### src/hw/t8wm_pkg.sv
package t8wm_pkg;
  localparam logic [7:0] CNT_MAX = 8'hff;
  localparam logic [7:0] CNT_BOTTOM = 8'h00;
  // register offsets
  localparam logic [2:0] ADDR_CTRL = 3'h0;
  localparam logic [2:0] ADDR_CLKSEL = 3'h1;
  localparam logic [2:0] ADDR_COUNT = 3'h2;
  localparam logic [2:0] ADDR_CMP_A = 3'h3;
  localparam logic [2:0] ADDR_CMP_B = 3'h4;
  localparam logic [2:0] ADDR_FLAGS = 3'h5;
  localparam logic [2:0] ADDR_PIN_DIR = 3'h6;
  localparam logic [2:0] ADDR_PIN_DATA = 3'h7;
  // control field positions
  localparam int ACT_A_LSB = 6;
  localparam int ACT_B_LSB = 4;
  localparam int SEL_TOP_BIT = 3;
  localparam int SEL_LO_LSB = 0;
  // flag bit positions
  localparam int FLAG_OVF = 0;
  localparam int FLAG_MA = 1;
  localparam int FLAG_MB = 2;
  // waveform select values
  localparam logic [2:0] WS_NORMAL = 3'h0;
  localparam logic [2:0] WS_PC_FF = 3'h1;
  localparam logic [2:0] WS_CLEAR_CMP = 3'h2;
  localparam logic [2:0] WS_FAST_FF = 3'h3;
  localparam logic [2:0] WS_PC_CMP = 3'h5;
  localparam logic [2:0] WS_FAST_CMP = 3'h7;
  // output action values
  localparam logic [1:0] ACT_OFF = 2'h0;
  localparam logic [1:0] ACT_TOGGLE = 2'h1;
  localparam logic [1:0] ACT_CLEAR = 2'h2;
  localparam logic [1:0] ACT_SET = 2'h3;
  // prescale selections and divide masks (factor minus one)
  localparam logic [2:0] CS_DIV1 = 3'h1;
  localparam logic [2:0] CS_DIV8 = 3'h2;
  localparam logic [2:0] CS_DIV64 = 3'h3;
  localparam logic [2:0] CS_DIV256 = 3'h4;
  localparam logic [2:0] CS_DIV1024 = 3'h5;
  localparam logic [9:0] MASK_DIV8 = 10'h007;
  localparam logic [9:0] MASK_DIV64 = 10'h03f;
  localparam logic [9:0] MASK_DIV256 = 10'h0ff;
  localparam logic [9:0] MASK_DIV1024 = 10'h3ff;
  typedef struct packed {
    logic [2:0] addr;
    logic [7:0] wdata;
    logic wr;
    logic rd;
  } t8wm_bus_t;
  typedef struct packed {
    logic o;
    logic oe;
  } t8wm_pin_t;
endpackage : t8wm_pkg

### src/hw/t8wm_presc.sv
`timescale 1ns/1ps
module t8wm_presc (
  // clock and reset
  input wire logic clk,
  input wire logic nrst,
  // selection and tick
  input wire logic [2:0] sel,
  output logic tick
);
  logic [9:0] div_r;
  logic [9:0] mask;
  logic hit;
  assign mask = (sel == t8wm_pkg::CS_DIV8) ? t8wm_pkg::MASK_DIV8 :
                (sel == t8wm_pkg::CS_DIV64) ? t8wm_pkg::MASK_DIV64 :
                (sel == t8wm_pkg::CS_DIV256) ? t8wm_pkg::MASK_DIV256 :
                t8wm_pkg::MASK_DIV1024;
  // select 0 and undefined codes stop the timer
  assign hit = (sel == t8wm_pkg::CS_DIV1) ||
               ((sel >= t8wm_pkg::CS_DIV8) && (sel <= t8wm_pkg::CS_DIV1024) &&
                ((div_r & mask) == mask));
  always_ff @(posedge clk) begin
    if (!nrst) begin
      div_r <= 10'h000;
      tick <= 1'b0;
    end else begin
      div_r <= div_r + 10'h001;
      tick <= hit;
    end
  end
endmodule : t8wm_presc

### src/hw/t8wm_core.sv
`timescale 1ns/1ps
module t8wm_core (
  // clock and reset
  input wire logic clk,
  input wire logic nrst,
  // register port
  input wire t8wm_pkg::t8wm_bus_t bus,
  output logic [7:0] rdata,
  // waveform pins
  output t8wm_pkg::t8wm_pin_t pin_a,
  output t8wm_pkg::t8wm_pin_t pin_b,
  // flag levels
  output logic overflow_flag,
  output logic match_a_flag,
  output logic match_b_flag
);
  logic [7:0] ctrl_r;
  logic [2:0] clksel_r;
  logic [7:0] count_value_r;
  logic [7:0] count_value_nxt;
  logic [7:0] buf_a_r;
  logic [7:0] buf_b_r;
  logic [7:0] ocr_a_r;
  logic [7:0] ocr_b_r;
  logic [1:0] dir_r;
  logic [1:0] port_r;
  logic up_r;
  logic up_nxt;
  logic blk_r;
  logic wave_a_r;
  logic wave_b_r;
  logic timer_tick;

  t8wm_presc t8wm_presc_inst (
    .clk(clk),
    .nrst(nrst),
    .sel(clksel_r),
    .tick(timer_tick)
  );

  // decode
  logic [1:0] output_a_action;
  logic [1:0] output_b_action;
  logic [2:0] waveform_select;
  logic waveform_select_top_bit;
  logic mode_ccm;
  logic mode_fast;
  logic mode_pc;
  logic mode_pwm;
  logic [7:0] compare_a_value;
  logic [7:0] compare_b_value;
  logic [7:0] top;
  logic at_top;
  logic at_bot;
  logic wr_any;
  logic wr_cnt;
  logic wr_flags;
  logic hit_a;
  logic hit_b;
  logic ovf_ev;
  logic wrap;
  logic up_eff;
  logic wave_a_nxt;
  logic wave_b_nxt;
  logic [7:0] rdata_nxt;

  assign output_a_action = ctrl_r[t8wm_pkg::ACT_A_LSB +: 2];
  assign output_b_action = ctrl_r[t8wm_pkg::ACT_B_LSB +: 2];
  assign waveform_select_top_bit = ctrl_r[t8wm_pkg::SEL_TOP_BIT];
  assign waveform_select = {waveform_select_top_bit, ctrl_r[t8wm_pkg::SEL_LO_LSB +: 2]};
  assign mode_ccm = waveform_select == t8wm_pkg::WS_CLEAR_CMP;
  assign mode_fast = (waveform_select == t8wm_pkg::WS_FAST_FF) ||
                     (waveform_select == t8wm_pkg::WS_FAST_CMP);
  assign mode_pc = (waveform_select == t8wm_pkg::WS_PC_FF) ||
                   (waveform_select == t8wm_pkg::WS_PC_CMP);
  assign mode_pwm = mode_fast || mode_pc;
  // buffered compares only in PWM, direct otherwise
  assign compare_a_value = mode_pwm ? ocr_a_r : buf_a_r;
  assign compare_b_value = mode_pwm ? ocr_b_r : buf_b_r;
  assign top = (mode_ccm || (waveform_select == t8wm_pkg::WS_FAST_CMP) ||
                (waveform_select == t8wm_pkg::WS_PC_CMP)) ? compare_a_value
                                                         : t8wm_pkg::CNT_MAX;
  assign at_top = timer_tick && (count_value_r == top);
  assign at_bot = timer_tick && (count_value_r == t8wm_pkg::CNT_BOTTOM);
  assign wr_any = bus.wr;
  assign wr_cnt = wr_any && (bus.addr == t8wm_pkg::ADDR_COUNT);
  assign wr_flags = wr_any && (bus.addr == t8wm_pkg::ADDR_FLAGS);
  // equality only, so a compare below the count runs on to 0xFF and wraps
  assign hit_a = timer_tick && !blk_r && (count_value_r == compare_a_value);
  assign hit_b = timer_tick && !blk_r && (count_value_r == compare_b_value);
  // fast and clear-on-compare wrap at top, normal and beyond-top at MAX
  // a blocked match in clear-on-compare does not clear the count either
  assign wrap = !mode_pc && timer_tick &&
                ((mode_fast && at_top) || (mode_ccm && hit_a) ||
                 (count_value_r == t8wm_pkg::CNT_MAX));
  assign ovf_ev = mode_pc ? at_bot :
                  mode_fast ? at_top :
                  (timer_tick && (count_value_r == t8wm_pkg::CNT_MAX));
  // bottom counts as upward, top as downward
  assign up_eff = (up_r && (count_value_r != top)) ||
                  (count_value_r == t8wm_pkg::CNT_BOTTOM);

  always_comb begin
    count_value_nxt = count_value_r;
    up_nxt = up_r;
    if (wr_cnt) begin
      count_value_nxt = bus.wdata;
    end else if (timer_tick) begin
      if (mode_pc) begin
        if (up_r) begin
          if (count_value_r >= top) begin
            up_nxt = 1'b0;
            count_value_nxt = count_value_r - 8'h01;
          end else begin
            count_value_nxt = count_value_r + 8'h01;
          end
        end else if (count_value_r == t8wm_pkg::CNT_BOTTOM) begin
          up_nxt = 1'b1;
          count_value_nxt = count_value_r + 8'h01;
        end else begin
          count_value_nxt = count_value_r - 8'h01;
        end
      end else if (wrap) begin
        count_value_nxt = t8wm_pkg::CNT_BOTTOM;
      end else begin
        count_value_nxt = count_value_r + 8'h01;
      end
    end
  end

  function automatic logic wave_fn(input logic cur, input logic [1:0] act,
                                   input logic chan_a, input logic top_bit,
                                   input logic fast, input logic pc,
                                   input logic m, input logic wr_top,
                                   input logic bot, input logic up,
                                   input logic top_eq);
    logic r;
    r = cur;
    if (fast || pc) begin
      if (act == t8wm_pkg::ACT_TOGGLE) begin
        if (chan_a && top_bit && m) begin
          r = ~cur;
        end
      end else if (act[1]) begin
        if (fast) begin
          if (wr_top) begin
            r = ~act[0];
          end else if (m) begin
            r = act[0];
          end
        end else begin
          if (wr_top && top_eq) begin
            r = ~act[0];
          end else if (m) begin
            r = up ? act[0] : ~act[0];
          end else if (bot) begin
            r = ~act[0];
          end
        end
      end
    end else if (m) begin
      case (act)
        t8wm_pkg::ACT_TOGGLE: r = ~cur;
        t8wm_pkg::ACT_CLEAR: r = 1'b0;
        t8wm_pkg::ACT_SET: r = 1'b1;
        default: r = cur;
      endcase
    end
    return r;
  endfunction : wave_fn

  assign wave_a_nxt = wave_fn(wave_a_r, output_a_action, 1'b1, waveform_select_top_bit,
                              mode_fast, mode_pc, hit_a, at_top, at_bot, up_eff,
                              compare_a_value == top);
  assign wave_b_nxt = wave_fn(wave_b_r, output_b_action, 1'b0, waveform_select_top_bit,
                              mode_fast, mode_pc, hit_b, at_top, at_bot, up_eff,
                              compare_b_value == top);

  // fast reloads compares at bottom, phase correct at top
  logic upd;
  assign upd = mode_fast ? wrap : (mode_pc && at_top);

  assign rdata_nxt = !bus.rd ? 8'h00 :
    (bus.addr == t8wm_pkg::ADDR_CTRL) ? ctrl_r :
    (bus.addr == t8wm_pkg::ADDR_CLKSEL) ? {5'h00, clksel_r} :
    (bus.addr == t8wm_pkg::ADDR_COUNT) ? count_value_r :
    (bus.addr == t8wm_pkg::ADDR_CMP_A) ? buf_a_r :
    (bus.addr == t8wm_pkg::ADDR_CMP_B) ? buf_b_r :
    (bus.addr == t8wm_pkg::ADDR_FLAGS) ?
      {5'h00, match_b_flag, match_a_flag, overflow_flag} :
    (bus.addr == t8wm_pkg::ADDR_PIN_DIR) ? {6'h00, dir_r} : {6'h00, port_r};

  always_ff @(posedge clk) begin
    if (!nrst) begin
      ctrl_r <= 8'h00;
      clksel_r <= 3'h0;
      dir_r <= 2'h0;
      port_r <= 2'h0;
    end else if (wr_any) begin
      if (bus.addr == t8wm_pkg::ADDR_CTRL) ctrl_r <= bus.wdata;
      if (bus.addr == t8wm_pkg::ADDR_CLKSEL) clksel_r <= bus.wdata[2:0];
      if (bus.addr == t8wm_pkg::ADDR_PIN_DIR) dir_r <= bus.wdata[1:0];
      if (bus.addr == t8wm_pkg::ADDR_PIN_DATA) port_r <= bus.wdata[1:0];
    end
  end

  always_ff @(posedge clk) begin
    if (!nrst) begin
      buf_a_r <= 8'h00;
      buf_b_r <= 8'h00;
      ocr_a_r <= 8'h00;
      ocr_b_r <= 8'h00;
    end else begin
      if (wr_any && (bus.addr == t8wm_pkg::ADDR_CMP_A)) buf_a_r <= bus.wdata;
      if (wr_any && (bus.addr == t8wm_pkg::ADDR_CMP_B)) buf_b_r <= bus.wdata;
      if (!mode_pwm || upd) begin
        ocr_a_r <= buf_a_r;
        ocr_b_r <= buf_b_r;
      end
    end
  end

  always_ff @(posedge clk) begin
    if (!nrst) begin
      count_value_r <= 8'h00;
      up_r <= 1'b1;
      blk_r <= 1'b0;
      wave_a_r <= 1'b0;
      wave_b_r <= 1'b0;
    end else begin
      count_value_r <= count_value_nxt;
      up_r <= up_nxt;
      blk_r <= wr_cnt || (blk_r && !timer_tick);
      wave_a_r <= wave_a_nxt;
      wave_b_r <= wave_b_nxt;
    end
  end

  // hardware set wins over software clear
  always_ff @(posedge clk) begin
    if (!nrst) begin
      overflow_flag <= 1'b0;
      match_a_flag <= 1'b0;
      match_b_flag <= 1'b0;
    end else begin
      overflow_flag <= ovf_ev || (overflow_flag && !(wr_flags && bus.wdata[t8wm_pkg::FLAG_OVF]));
      match_a_flag <= hit_a || (match_a_flag && !(wr_flags && bus.wdata[t8wm_pkg::FLAG_MA]));
      match_b_flag <= hit_b || (match_b_flag && !(wr_flags && bus.wdata[t8wm_pkg::FLAG_MB]));
    end
  end

  // pin drive: wave when action set, port bit otherwise
  always_ff @(posedge clk) begin
    if (!nrst) begin
      pin_a <= '0;
      pin_b <= '0;
      rdata <= 8'h00;
    end else begin
      pin_a.o <= (output_a_action != t8wm_pkg::ACT_OFF) ? wave_a_nxt : port_r[0];
      pin_b.o <= (output_b_action != t8wm_pkg::ACT_OFF) ? wave_b_nxt : port_r[1];
      pin_a.oe <= dir_r[0];
      pin_b.oe <= dir_r[1];
      rdata <= rdata_nxt;
    end
  end

  ccm_wrap_a: assert property (@(posedge clk) disable iff (!nrst)
    (mode_ccm && hit_a && !wr_cnt) |=> (count_value_r == t8wm_pkg::CNT_BOTTOM))
    else $error("count not cleared at compare");
  flag_match_a: assert property (@(posedge clk) disable iff (!nrst)
    (hit_a) |=> match_a_flag)
    else $error("match flag not raised");
  ccm_toggle_a: assert property (@(posedge clk) disable iff (!nrst)
    (mode_ccm && hit_a && output_a_action == t8wm_pkg::ACT_TOGGLE) |=>
    (wave_a_r != $past(wave_a_r)))
    else $error("output a did not toggle");
  fast_wrap_a: assert property (@(posedge clk) disable iff (!nrst)
    (mode_fast && at_top && !wr_cnt) |=>
    (count_value_r == t8wm_pkg::CNT_BOTTOM) && overflow_flag)
    else $error("fast wrap or overflow missing");
  pc_turn_a: assert property (@(posedge clk) disable iff (!nrst)
    (mode_pc && at_top && up_r && !wr_cnt && top != 8'h00) |=> !up_r
    && (count_value_r == $past(count_value_r) - 8'h01))
    else $error("phase mode did not turn at top");
  pc_ovf_a: assert property (@(posedge clk) disable iff (!nrst)
    (mode_pc && at_bot) |=> overflow_flag)
    else $error("bottom overflow missing");
  match_block_a: assert property (@(posedge clk) disable iff (!nrst)
    (blk_r && timer_tick && !match_a_flag) |=> !match_a_flag)
    else $error("match not blocked after count write");
  pin_dir_a: assert property (@(posedge clk) disable iff (!nrst)
    (wr_any && bus.addr == t8wm_pkg::ADDR_PIN_DIR) |=> ##1
    (pin_a.oe == $past(bus.wdata[0], 2)))
    else $error("pin enable not following direction");
  ccm_direct_a: assert property (@(posedge clk) disable iff (!nrst)
    (mode_ccm && wr_any && bus.addr == t8wm_pkg::ADDR_CMP_A) |=>
    (compare_a_value == $past(bus.wdata)))
    else $error("compare a not applied at once");
  ccm_ovf_a: assert property (@(posedge clk) disable iff (!nrst)
    (mode_ccm && timer_tick && count_value_r == t8wm_pkg::CNT_MAX) |=> overflow_flag)
    else $error("overflow missing at wrap");
  buf_hold_a: assert property (@(posedge clk) disable iff (!nrst)
    (mode_pwm && !upd) |=> $stable(ocr_a_r))
    else $error("compare a changed mid period");
  pin_off_a: assert property (@(posedge clk) disable iff (!nrst)
    (output_a_action == t8wm_pkg::ACT_OFF) |=> (pin_a.o == $past(port_r[0])))
    else $error("pin a not back on port data");
  b_no_toggle_a: assert property (@(posedge clk) disable iff (!nrst)
    (mode_pwm && output_b_action == t8wm_pkg::ACT_TOGGLE) |=> $stable(wave_b_r))
    else $error("output b toggled in pwm");
  pc_bottom_a: assert property (@(posedge clk) disable iff (!nrst)
    (mode_pc && at_bot && !wr_cnt && top != t8wm_pkg::CNT_BOTTOM) |=>
    up_r && (count_value_r == $past(count_value_r) + 8'h01))
    else $error("phase mode did not turn at bottom");
  fast_up_a: assert property (@(posedge clk) disable iff (!nrst)
    (mode_fast && timer_tick && !at_top && !wr_cnt && count_value_r != t8wm_pkg::CNT_MAX)
    |=> (count_value_r == $past(count_value_r) + 8'h01))
    else $error("fast count not rising");
  pc_ext_a: assert property (@(posedge clk) disable iff (!nrst)
    (mode_pc && output_a_action[1] && at_top && compare_a_value == top) |=>
    (wave_a_r == !$past(output_a_action[0])))
    else $error("phase extreme level wrong");
  reset_clr_a: assert property (@(posedge clk)
    (!nrst) |=> (count_value_r == 8'h00 && !overflow_flag && !wave_a_r && up_r))
    else $error("reset state wrong");
endmodule : t8wm_core

### config.mk
export PLATFORM = sky130hd
export DESIGN_NAME = t8wm_core
export DESIGN_NICKNAME = d
export VERILOG_FILES = /design/src/hw/t8wm_pkg.sv /design/src/hw/t8wm_presc.sv /design/src/hw/t8wm_core.sv
export SDC_FILE = /design/constraint.sdc
export NUM_CORES = 1
export LEC_CHECK = 0
export BUFFER_PORTS_ARGS = -buffer_cell sky130_fd_sc_hd__buf_4
export CAP_MARGIN = 5
export CORE_UTILIZATION = 50
export CTS_CLUSTER_SIZE = 12
export DETAILED_ROUTE_END_ITERATION = 12
export PLACE_DENSITY = 0.78
export RECOVER_POWER = 100
export SLEW_MARGIN = 15
export SYNTH_ARGS = -nofsm -noshare
export SYNTH_HDL_FRONTEND = slang
export SYNTH_SLANG_ARGS = --single-unit
### constraint.sdc
create_clock -name clk -period 3.53 [get_ports clk]
set_input_delay 0.353 -clock clk [delete_from_list [all_inputs] [get_ports clk]]
set_output_delay 0.353 -clock clk [all_outputs]
set_load 0.05 [all_outputs]
Yosys cells after proc, flatten, opt, wreduce, memory -nomap -nowiden:

Cells that the tools add are included.

* bits in latches: 0
* register bits: 85
* bits in writable memories: 0
* bits of input ports: 15
* ROM bits: 0
* logic and storage cells: 178
* memories: 0
* output and inout port bits: 15

* muxes and demuxes: 53
* reductions and logical operators: 60
* $lt $le $gt $ge: 3
* multipliers: 0
* add/subtract/negate cells: 3
* bitwise gates (word level): 6
* shift-type cells: 0
* div/mod/pow operators: 0
* equal/unequal tests: 30

Operators by type and width (count)
* 8-bit two-way mux: 15
* 8-bit == test: 5
* 1-bit two-way mux: 31
* 10-bit two-way mux: 3
* 1-bit logical AND: 28
* 3-bit == test (second input constant): 7
* 3-bit by 2-bit == test with 1-bit output (second input constant): 6
* 1-bit logical OR: 14
* 10-bit by 1-bit adder with 10-bit output (second input constant): 1
* 10-bit AND: 1
* 10-bit == test: 1
* 2-bit AND reduction: 5
* 3-bit by 1-bit == test with 1-bit output (second input constant): 3
* 8-bit by 1-bit adder with 8-bit output (second input constant): 1
* 2-bit == test (second input constant): 4
* 8-bit == test (second input constant): 1
* 8-bit greater-or-equal comparator: 1
* 8-bit logical NOT: 1
* 8-bit != test: 1
* 8-bit by 1-bit subtractor with 8-bit output (second input constant): 1
* 1-bit logical NOT: 7
* 1-bit case mux with 3 select lines: 2
* 2-bit nonzero test: 3
* 1-bit NOT: 5
* other kinds (7): 8

Longest topological paths before layout:

Gate-level depths: netlist (run 1).

* depth after elaboration: 16
* depth in mapped cells: 15
* gate-level depth less buffers: 12

Hierarchy:

From an unflattened synthesis (run 1), not the netlist that was laid out.

* cells, all modules: 641
* area, all modules: 5268.8 µm²

Modules (own cells, without submodules)
* t8wm_core: times used 1, cells an instance 585, area an instance 4755.8 µm²
* t8wm_presc: times used 1, cells an instance 56, area an instance 513.0 µm²

Worst setup path before layout (run 1):

OpenSTA, ideal clock, no wires.

* kind: register -> register
* from: register ctrl_r[0]
* to: register count_value_r[2]
* cell stages (with the launch flop): 15
* path buffers: 2
* period minus slack after synthesis: 3.223 ns
* slack: 0.307 ns
* library setup time: 0.130 ns
* arrival time: 3.093 ns
* data required time: 3.400 ns
* cells stage by stage: dfxtp_1 buf_6 or3b_2 clkbuf_1 o22ai_1 inv_1 ha_1 nand2b_1 a21o_1 a211oi_1 o31a_1 a211oi_1 mux2i_1 xor2_1 o22ai_1

* longest elaborated chain between the ends: 15

RTL lines
* start, declared: RTL line t8wm_core.sv:17 `logic [7:0] ctrl_r;`
* start signal, assigned: RTL line t8wm_core.sv:200 `if (bus.addr == t8wm_pkg::ADDR_CTRL) ctrl_r <= bus.wdata;`
* branches (longest 12 deep; another with 8-bit greater-or-equal comparator)
* 8-bit two-way mux (*): RTL line t8wm_core.sv:109 `if (mode_pc) begin`
* 8-bit two-way mux (*): RTL line t8wm_core.sv:108 `end else if (timer_tick) begin`
* 8-bit two-way mux (*): RTL line t8wm_core.sv:106 `if (wr_cnt) begin`
* end signal, assigned: RTL line t8wm_core.sv:231 `count_value_r <= count_value_nxt;`
* end, declared: RTL line t8wm_core.sv:19 `logic [7:0] count_value_r;`

Mark *: on every way between the ends. The select of a mux whose other input is x is not followed.
A chain may end at the register's enable or synchronous reset.

Worst setup path in the final report (run 1):

* from: register ctrl_r[0]
* to: register ocr_b_r[1]

* longest elaborated chain between the ends: 13

RTL lines
* 3-bit by 2-bit == test with 1-bit output (tied with other cells): RTL line t8wm_core.sv:72 `assign mode_fast = (waveform_select == t8wm_pkg::WS_FAST_FF) ||`
* 1-bit logical OR (on tied branches): RTL line t8wm_core.sv:72, t8wm_core.sv:74
* 1-bit logical OR: RTL line t8wm_core.sv:76 `assign mode_pwm = mode_fast || mode_pc;`
* 8-bit two-way mux: RTL line t8wm_core.sv:78 `assign compare_a_value = mode_pwm ? ocr_a_r : buf_a_r;`
* 8-bit two-way mux: RTL line t8wm_core.sv:81 `(waveform_select == t8wm_pkg::WS_PC_CMP)) ? compare_a_value`
* 8-bit == test: RTL line t8wm_core.sv:83 `assign at_top = timer_tick && (count_value_r == top);`
* 1-bit logical AND: RTL line t8wm_core.sv:83
* 1-bit logical AND: RTL line t8wm_core.sv:94 `((mode_fast && at_top) || (mode_ccm && hit_a) ||`
* 1-bit logical OR (2 in series): RTL line t8wm_core.sv:94
* 1-bit logical AND: RTL line t8wm_core.sv:93 `assign wrap = !mode_pc && timer_tick &&`
* 1-bit two-way mux: RTL line t8wm_core.sv:181 `assign upd = mode_fast ? wrap : (mode_pc && at_top);`
* 1-bit logical OR (*): RTL line t8wm_core.sv:216 `if (!mode_pwm || upd) begin`
* end signal, assigned: RTL line t8wm_core.sv:218 `ocr_b_r <= buf_b_r;`
* end, declared: RTL line t8wm_core.sv:24 `logic [7:0] ocr_b_r;`

Mark *: on every way between the ends. The rest lies on a longest branch, timed or not.

==> metrics.md, run 1 <==
| Metric | Value |
|---|---|
| Yosys warnings | `0` |
| Clk sink count | `between 80 and 90` |
| # IOs | `30` |
| Layout cell share with drive strength beyond 1 | `under 10%` |
| Hold depth | `3` |
| Status | `complete, no violations` |
| Via count | `between 4000 and 5000` |
| Critical path type | `reg2reg` |
| Initial antenna violation count | `0` |
| Clk pwr share | `a little under two fifths` |
| TritonCTS clock tree | `done` |
| Hold Vio Cnt, Final | `0` |
| Final ANT Viol Nets | `0` |
| Area Overhead vs Synth | `8.48%` |
| DP Wirelength | `about 11 mm` |
| Pwr dens | `between 300 and 400 nW/µm²` |
| Total Power | `between 0.002 and 0.0025 W` |
| Vias per inst | `approximately 6.2` |
| Area leader, netlist | `dfxtp_1` |
| Post-synth EDFFs | `0` |
| Routed length per instance | `19.6 µm` |
| Relative slew slack | `between 20% and 30%` |
| Syn Inst Count | `633` |
| Post-synthesis sequential area ratio | `roughly 33%` |
| DRT iter0 DRCs | `just under 400` |
| Placed insts | `roughly 770` |
| Die area | `10700 µm²` |
| Synth top area share | `between 30 and 40%` |
| Cell area after synthesis | `approximately 5100 µm²` |
| Final slew viol count | `0` |
| Input/output buffers | `29` |
| Fin util | `roughly 56%` |
| Row Count | `36` |
| Setup crit start kind | `flip-flop` |
| Drt total wl | `about 15 mm` |
| Flop2flop setup slack | `between 0.15 and 0.2 ns` |
| Area contributors post-synth | `dfxtp_1, mux2i_1, nor2_1` |
| Ys flop type | `dfxtp_1` |
| Clk slew on worst S/H paths | `~0.10 ns` |
| # setup viols final | `0` |
| Worst path cell trace | `buf_4 -> mux2i_1 -> and2_0 -> ha_1 -> nand4_1 -> or2_2 -> a21boi_0 -> o21ai_0 -> buf_4 -> mux2i_1 -> nor2_1` |
| Switching power | `approximately 0.00060 W` |
| Worst path buffer plus inverter count | `2` |
| Peak VDD IR | `0.299 mV` |
| # diodes | `0` |
| Hold Crit Start | `bus[9]` |
| Flop pwr share | `between 40 and 50%` |
| Critical R2R Launch | `ctrl_r[0]` |
| Clk Latency, worst-skew pair | `about 0.38 ns` |
| Comb power frac | `around an eighth` |
| Clock Path Buffers | `2` |
| Postcts setup bufs | `0` |
| Post-cts gate resize count | `0` |
| Setup TNS | `0 ns` |
| CP arrival | `3.57 ns` |
| Hold EP | `buf_a_r[7]` |
| Crit Reg-Reg Endpoint | `ocr_b_r[1]` |
| Switch share | `between 20% and 30%` |
| Unique masters post-synth | `64` |
| Max-cap violations | `0` |
| Post-synth ARST share | `0%` |
| Crit. End Element | `flip-flop` |
| Syn_nets | `between 600 and 700` |
| Worst reg-to-reg path cell count | `11` |
| Die H | `103 µm` |
| Final critical-path required period | `around 3.3 ns` |
| Chip width | `around 100 µm` |
| GRT Total Usage | `approximately 30%` |
| CP max stage delay | `~0.55 ns` |
| Worst Clk Skew | `approximately 0.014 ns` |
| Vias in the first global route | `4406` |
| Critical Path RT | `3.76 ns` |
| # H-tree levels | `3` |
| RSZ-0062 raised after global routing | `no` |
| Routability Congestion | `0.971` |
| TritonCTS buffer count | `9` |
| Starting Density | `52.0%` |
| Fmax | `about 300 MHz` |
| NumNets Final | `a little under 700` |
| Critical path's top delay family | `multiplexers` |
| Largest net degree at the start of global routing | `44` |
| Root Buffer | `clkbuf_8` |
| Worst min path class | `in2reg` |
| Yosys reg bits | `85` |
| Post-route DRC | `0` |
| First-pass GRT wire length | `approximately 23 mm` |
| Maximum net fanout on the critical path | `22` |
| Mean Syn Cell Area | `slightly above 8 µm²` |
| Grt total ovfl | `0` |
| Hold-fix buffers, CTS | `0` |
| P_leak | `2.10 nW` |
| Least-Margin Pin Slew | `about 1.1 ns` |
| Total iterations of the first detailed-routing run | `5` |
| Core footprint | `around 9900 µm²` |
| Slowest stage cell on the critical path | `mux2i_1` |
| Finished Layout Cells | `a little under 800` |
| Post-route clock period utilization | `94.7%` |
| P_int | `approximately 0.0014 W` |
per-stage QoR:
step / setup slack (ns) / area [µm²] / hold WS, ns
after CTS: 0.265 / 5660 / 0.252
after global routing: 0.0247 / 5570 / 0.259
after global placement: 0.398 / 5450 / 0.432
after floorplan: 0.307 / 5130 / 0.418
final: 0.188 / 5570 / 0.260
after detailed placement: 0.286 / 5450 / 0.444
worst register-to-register path, stage by stage (launching register included):
cell	delay (ns)
dfxtp_1	0.36
buf_4	0.29
mux2i_1	0.55
and2_0	0.21
ha_1	0.14
nand4_1	0.13
or2_2	0.31
a21boi_0	0.13
o21ai_0	0.45
buf_4	0.34
mux2i_1	0.23
nor2_1	0.06
cells by family after synthesis:
| family | synth area share (%) |
|---|---|
| AO/OA/AOI/OAI | 15.1 |
| XOR/XNOR | 5.63 |
| adder cells (fa/ha/maj) | 3.17 |
| buffers and inverters | 4.70 |
| flip-flops | 33.2 |
| multiplexers | 14.2 |
| AND/OR/NAND/NOR | 24.0 |
per-layer routing:
metal | up-vias | routed length [µm] | GRT usage, %
met2 | 236 | 7150 | 48.6
met5 | - | 0 | 0
met4 | 0 | 475 | 10.6
met1 | 2323 | 6410 | 37.6
li1 | 2262 | - | -
met3 | 56 | 1330 | 7.33
synth_stat cells, types with 2 or more instances:
master     number
a22oi_1         4
or4_1           2
buf_6           3
nor2b_1        10
a21o_1          3
a31oi_1        12
a21boi_0        2
nand2_1        68
o22ai_1         7
a21oi_1        40
nor3_1         13
o2111ai_1       2
mux2i_2         2
a211oi_1        8
o21ai_0        22
nor4_2          2
xnor2_1        24
nand4_1        13
buf_1           6
mux2_2          5
or2_2           2
buf_2           4
and3_1          8
mux4_2          3
mux2i_1        56
nand2b_1       11
nand3_1        23
xor2_1          9
ha_1           13
o22a_1          4
inv_1          14
and2_1          6
nor2_1         80
nor4_1          6
or3_1           6
dfxtp_1        85
clkbuf_1       28
sequential cells by signal (all words and copies together) (netlist names), 2 cells and up:
name	cells
dir_r	2
pin_a	2
buf_b_r	8
pin_b	2
buf_a_r	8
ctrl_r	8
port_r	2
rdata	8
t8wm_presc_inst.div_r	10
ocr_a_r	8
ocr_b_r	8
count_value_r	8
clksel_r	3
power by group through the flow:
stage	Sequential (W)	Clock, W	Combinational [W]
3_3_place_gp	0.00104	0	0.000248
6_report	0.00102	0.000764	0.000253
2_1_floorplan	0.00102	0	0.000185
5_1_grt	0.00102	0.000796	0.000273
3_5_place_dp	0.00104	0	0.000252
4_1_cts	0.00101	0.000763	0.000253
worst max path at each step:
stage	start	to	slack, ns	cells past startpoint
6_report	ctrl_r[0]	ocr_b_r[1]	0.19	11
5_1_grt	ctrl_r[0]	count_value_r[1]	0.02	14
4_1_cts	ctrl_r[0]	count_value_r[1]	0.27	13
3_5_place_dp	ctrl_r[0]	count_value_r[1]	0.29	13
3_3_place_gp	ctrl_r[0]	count_value_r[1]	0.40	13
2_1_floorplan	ctrl_r[0]	count_value_r[2]	0.31	14
layout by cell type (no fill, tap or decap), types with 4 or more instances in the layout:
master and n:
nor4_1 6, clkbuf_8 10, and2_1 4, nor2b_1 10, a31oi_1 12, o22ai_1 7
mux2_2 5, nand4_1 13, nor3_1 13, nor2_1 80, xor2_1 9, ha_1 13
nand2b_1 11, o21ai_0 22, or3_1 6, a211oi_1 8, mux2i_1 56, xnor2_1 24
inv_1 13, clkbuf_1 23, nand3_1 23, buf_4 22, a21oi_1 40, nand2_1 68
o22a_1 4, a22oi_1 4, dfxtp_1 85, and3_1 8
final cells by class:
type	count	area [µm²]
fillers	931	4300
well taps	133	166
multi-input cells	492	3180
clock inverters	6	75.1
inverters	14	52.6
flip-flops and latches	85	1700
clock buffers	10	138
repair buffers	45	251
No activity file was read; power rests on OpenSTA's default activity.
==> run 2, diff against run 1 <==
clock period = 3.9 ns   (was 3.53 ns; I/O delays follow)
==> metrics.md, run 2 (synthesis gave the netlist of run 1 again) <==
| Metric | Value |
|---|---|
| Hold EP | `buf_a_r[7]` |
| P_leak | `2.07 nW` |
| # IOs | `30` |
| Total iterations of the first detailed-routing run | `5` |
| First-pass GRT wire length | `about 23 mm` |
| Routing usage on met2 | `46.7%` |
| Layout cell share with drive strength beyond 1 | `slightly below 9%` |
| Routability Congestion | `~1` |
| Hold Crit Start | `bus[9]` |
| Worst Clk Skew | `~0.023 ns` |
| Max-cap violations | `0` |
| TritonCTS buffer count | `9` |
| Starting Density | `between 50% and 60%` |
| Peak VDD IR | `around 0.24 mV` |
| Die area | `approximately 11000 µm²` |
| Via count | `~4800` |
| NumNets Final | `between 600 and 700` |
| # diodes | `0` |
| Worst reg-to-reg path cell count | `14` |
| Post-route DRC | `0` |
| Switch share | `between 30% and 40%` |
| Input/output buffers | `29` |
| Vias in the first global route | `4373` |
| Global-route track usage on met3 | `around 5.0%` |
| Crit Reg-Reg Endpoint | `count_value_r[2]` |
| Critical R2R Launch | `ctrl_r[0]` |
| Row Count | `36` |
| Clk sink count | `85` |
| Post-route clock period utilization | `roughly 87%` |
| Fin util | `approximately 56%` |
| Clk pwr share | `a little over a third` |
| P_int | `0.00123 W` |
| Worst min path class | `in2reg` |
| Root Buffer | `clkbuf_8` |
| Status | `complete, no violations` |
| Flop pwr share | `approximately half` |
| Routed length per instance | `19.9 µm` |
| Maximum net fanout on the critical path | `23` |
| Chip width | `roughly 100 µm` |
| Pwr dens | `between 300 and 400 nW/µm²` |
| Drt total wl | `15.5 mm` |
| Fin area | `~5500 µm²` |
| Hold Vio Cnt, Final | `0` |
| Die H | `103 µm` |
| Largest Register | `t8wm_presc_inst.div_r` |
| RSZ-0062 raised after global routing | `no` |
| Post-cts gate resize count | `0` |
| Largest net degree at the start of global routing | `46` |
| DP Wirelength | `11.2 mm` |
| Area Overhead vs Synth | `7.29%` |
| Vias per inst | `between 6 and 7` |
| Hold-fix buffers, CTS | `0` |
| DRT iter0 DRCs | `337` |
| Commonest non-fill, non-tap cell in the layout | `dfxtp_1` |
| Setup crit start kind | `flip-flop` |
| Grt met1 use | `about two fifths` |
| Busiest grt layer | `met2` |
| Relative slew slack | `5.02%` |
| Clk Latency, worst-skew pair | `between 0.3 and 0.4 ns` |
| Most frequent cells in the layout | `dfxtp_1, nor2_1, nand2_1, mux2i_1, a21oi_1` |
| Final slew viol count | `0` |
| Grt total ovfl | `0` |
| Crit. End Element | `flip-flop` |
| Fmax | `between 200 and 300 MHz` |
| GRT Total Usage | `approximately 30%` |
| Least-Margin Pin Slew | `around 1.4 ns` |
| CP Launch Point | `ctrl_r[0]` |
| Switching power | `0.000569 W` |
| Critical path type | `reg2reg` |
| Postcts setup bufs | `0` |
| Max reg flops | `10` |
| Core footprint | `about 9900 µm²` |
| # setup viols final | `0` |
| Initial antenna violation count | `0` |
| Placed inst area | `roughly 5400 µm²` |
| Final ANT Viol Nets | `0` |
| Clk slew on worst S/H paths | `between 0.1 and 0.15 ns` |
| Comb power frac | `between 10% and 20%` |
| Critical Path RT | `roughly 4 ns` |
| Hold depth | `3` |
| Final critical-path required period | `about 3.4 ns` |
| Setup TNS | `0 ns` |
| TritonCTS clock tree | `done` |
| Flop2flop setup slack | `a little over 0.5 ns` |
| Clock Path Buffers | `2` |
| # H-tree levels | `3` |
| Worst setup margin | `between 0.5 and 0.6 ns` |
| Pre-CTS WS | `approximately 0.75 ns` |
| CP arrival | `between 3 and 4 ns` |
==> run 2: cell types whose count changed in the layout (fill, tap and decap cells not counted), sizes merged <==
cell	before	now
buf	22	17
bufinv	1	0
clkbuf	33	28
clkinv	1	2
inv	17	18
==> run 2: critical path: stages, from the launching register on <==
cell,delay [ns]
dfxtp_1,0.37
buf_4,0.31
nand2_1,0.24
o22ai_1,0.25
inv_1,0.07
ha_1,0.29
nand2b_1,0.10
a21o_1,0.12
a211oi_1,0.07
o31a_1,0.31
a211oi_1,0.30
clkbuf_1,0.28
mux2i_1,0.25
xor2_1,0.18
o22ai_1,0.09
==> run 2: per-layer routing <==
layer | share of wire (%) | up-vias
li1 | - | 2258
met1 | 42 | 2273
met2 | 45 | 211
met3 | 9.3 | 40
met4 | 3.3 | 0
met5 | 0 | -
==> run 2: layout make-up <==
class	instances	area (µm²)
clock buffers	9	124
flip-flops and latches	85	1700
well taps	133	166
fillers	919	4360
clock inverters	7	75.1
repair buffers	36	200
inverters	14	52.6
multi-input cells	492	3190
==> run 2: power by group through the flow <==
stage	Combinational [W]	Sequential (W)	Clock (W)
final	0.000217	0.000926	0.000652
after global routing	0.000235	0.000929	0.000686
after CTS	0.000216	0.000925	0.000663
after detailed placement	0.000215	0.000945	0
after global placement	0.000212	0.000945	0
after floorplan	0.000167	0.000925	0
==> run 2: worst max path at each step <==
stage | to
finish | count_value_r[2]
global route | count_value_r[2]
CTS | count_value_r[2]
detailed placement | count_value_r[2]
global placement | count_value_r[1]
floorplan | count_value_r[2]
==> run 2: metrics by stage <==
step	hold slack (ns)	std cells	power, W
6_report	0.300	776	0.00179
3_5_place_dp	0.438	760	0.00116
2_1_floorplan	0.418	633	0.00109
5_1_grt	0.301	776	0.00185
3_3_place_gp	0.431	760	0.00116
4_1_cts	0.288	776	0.00180
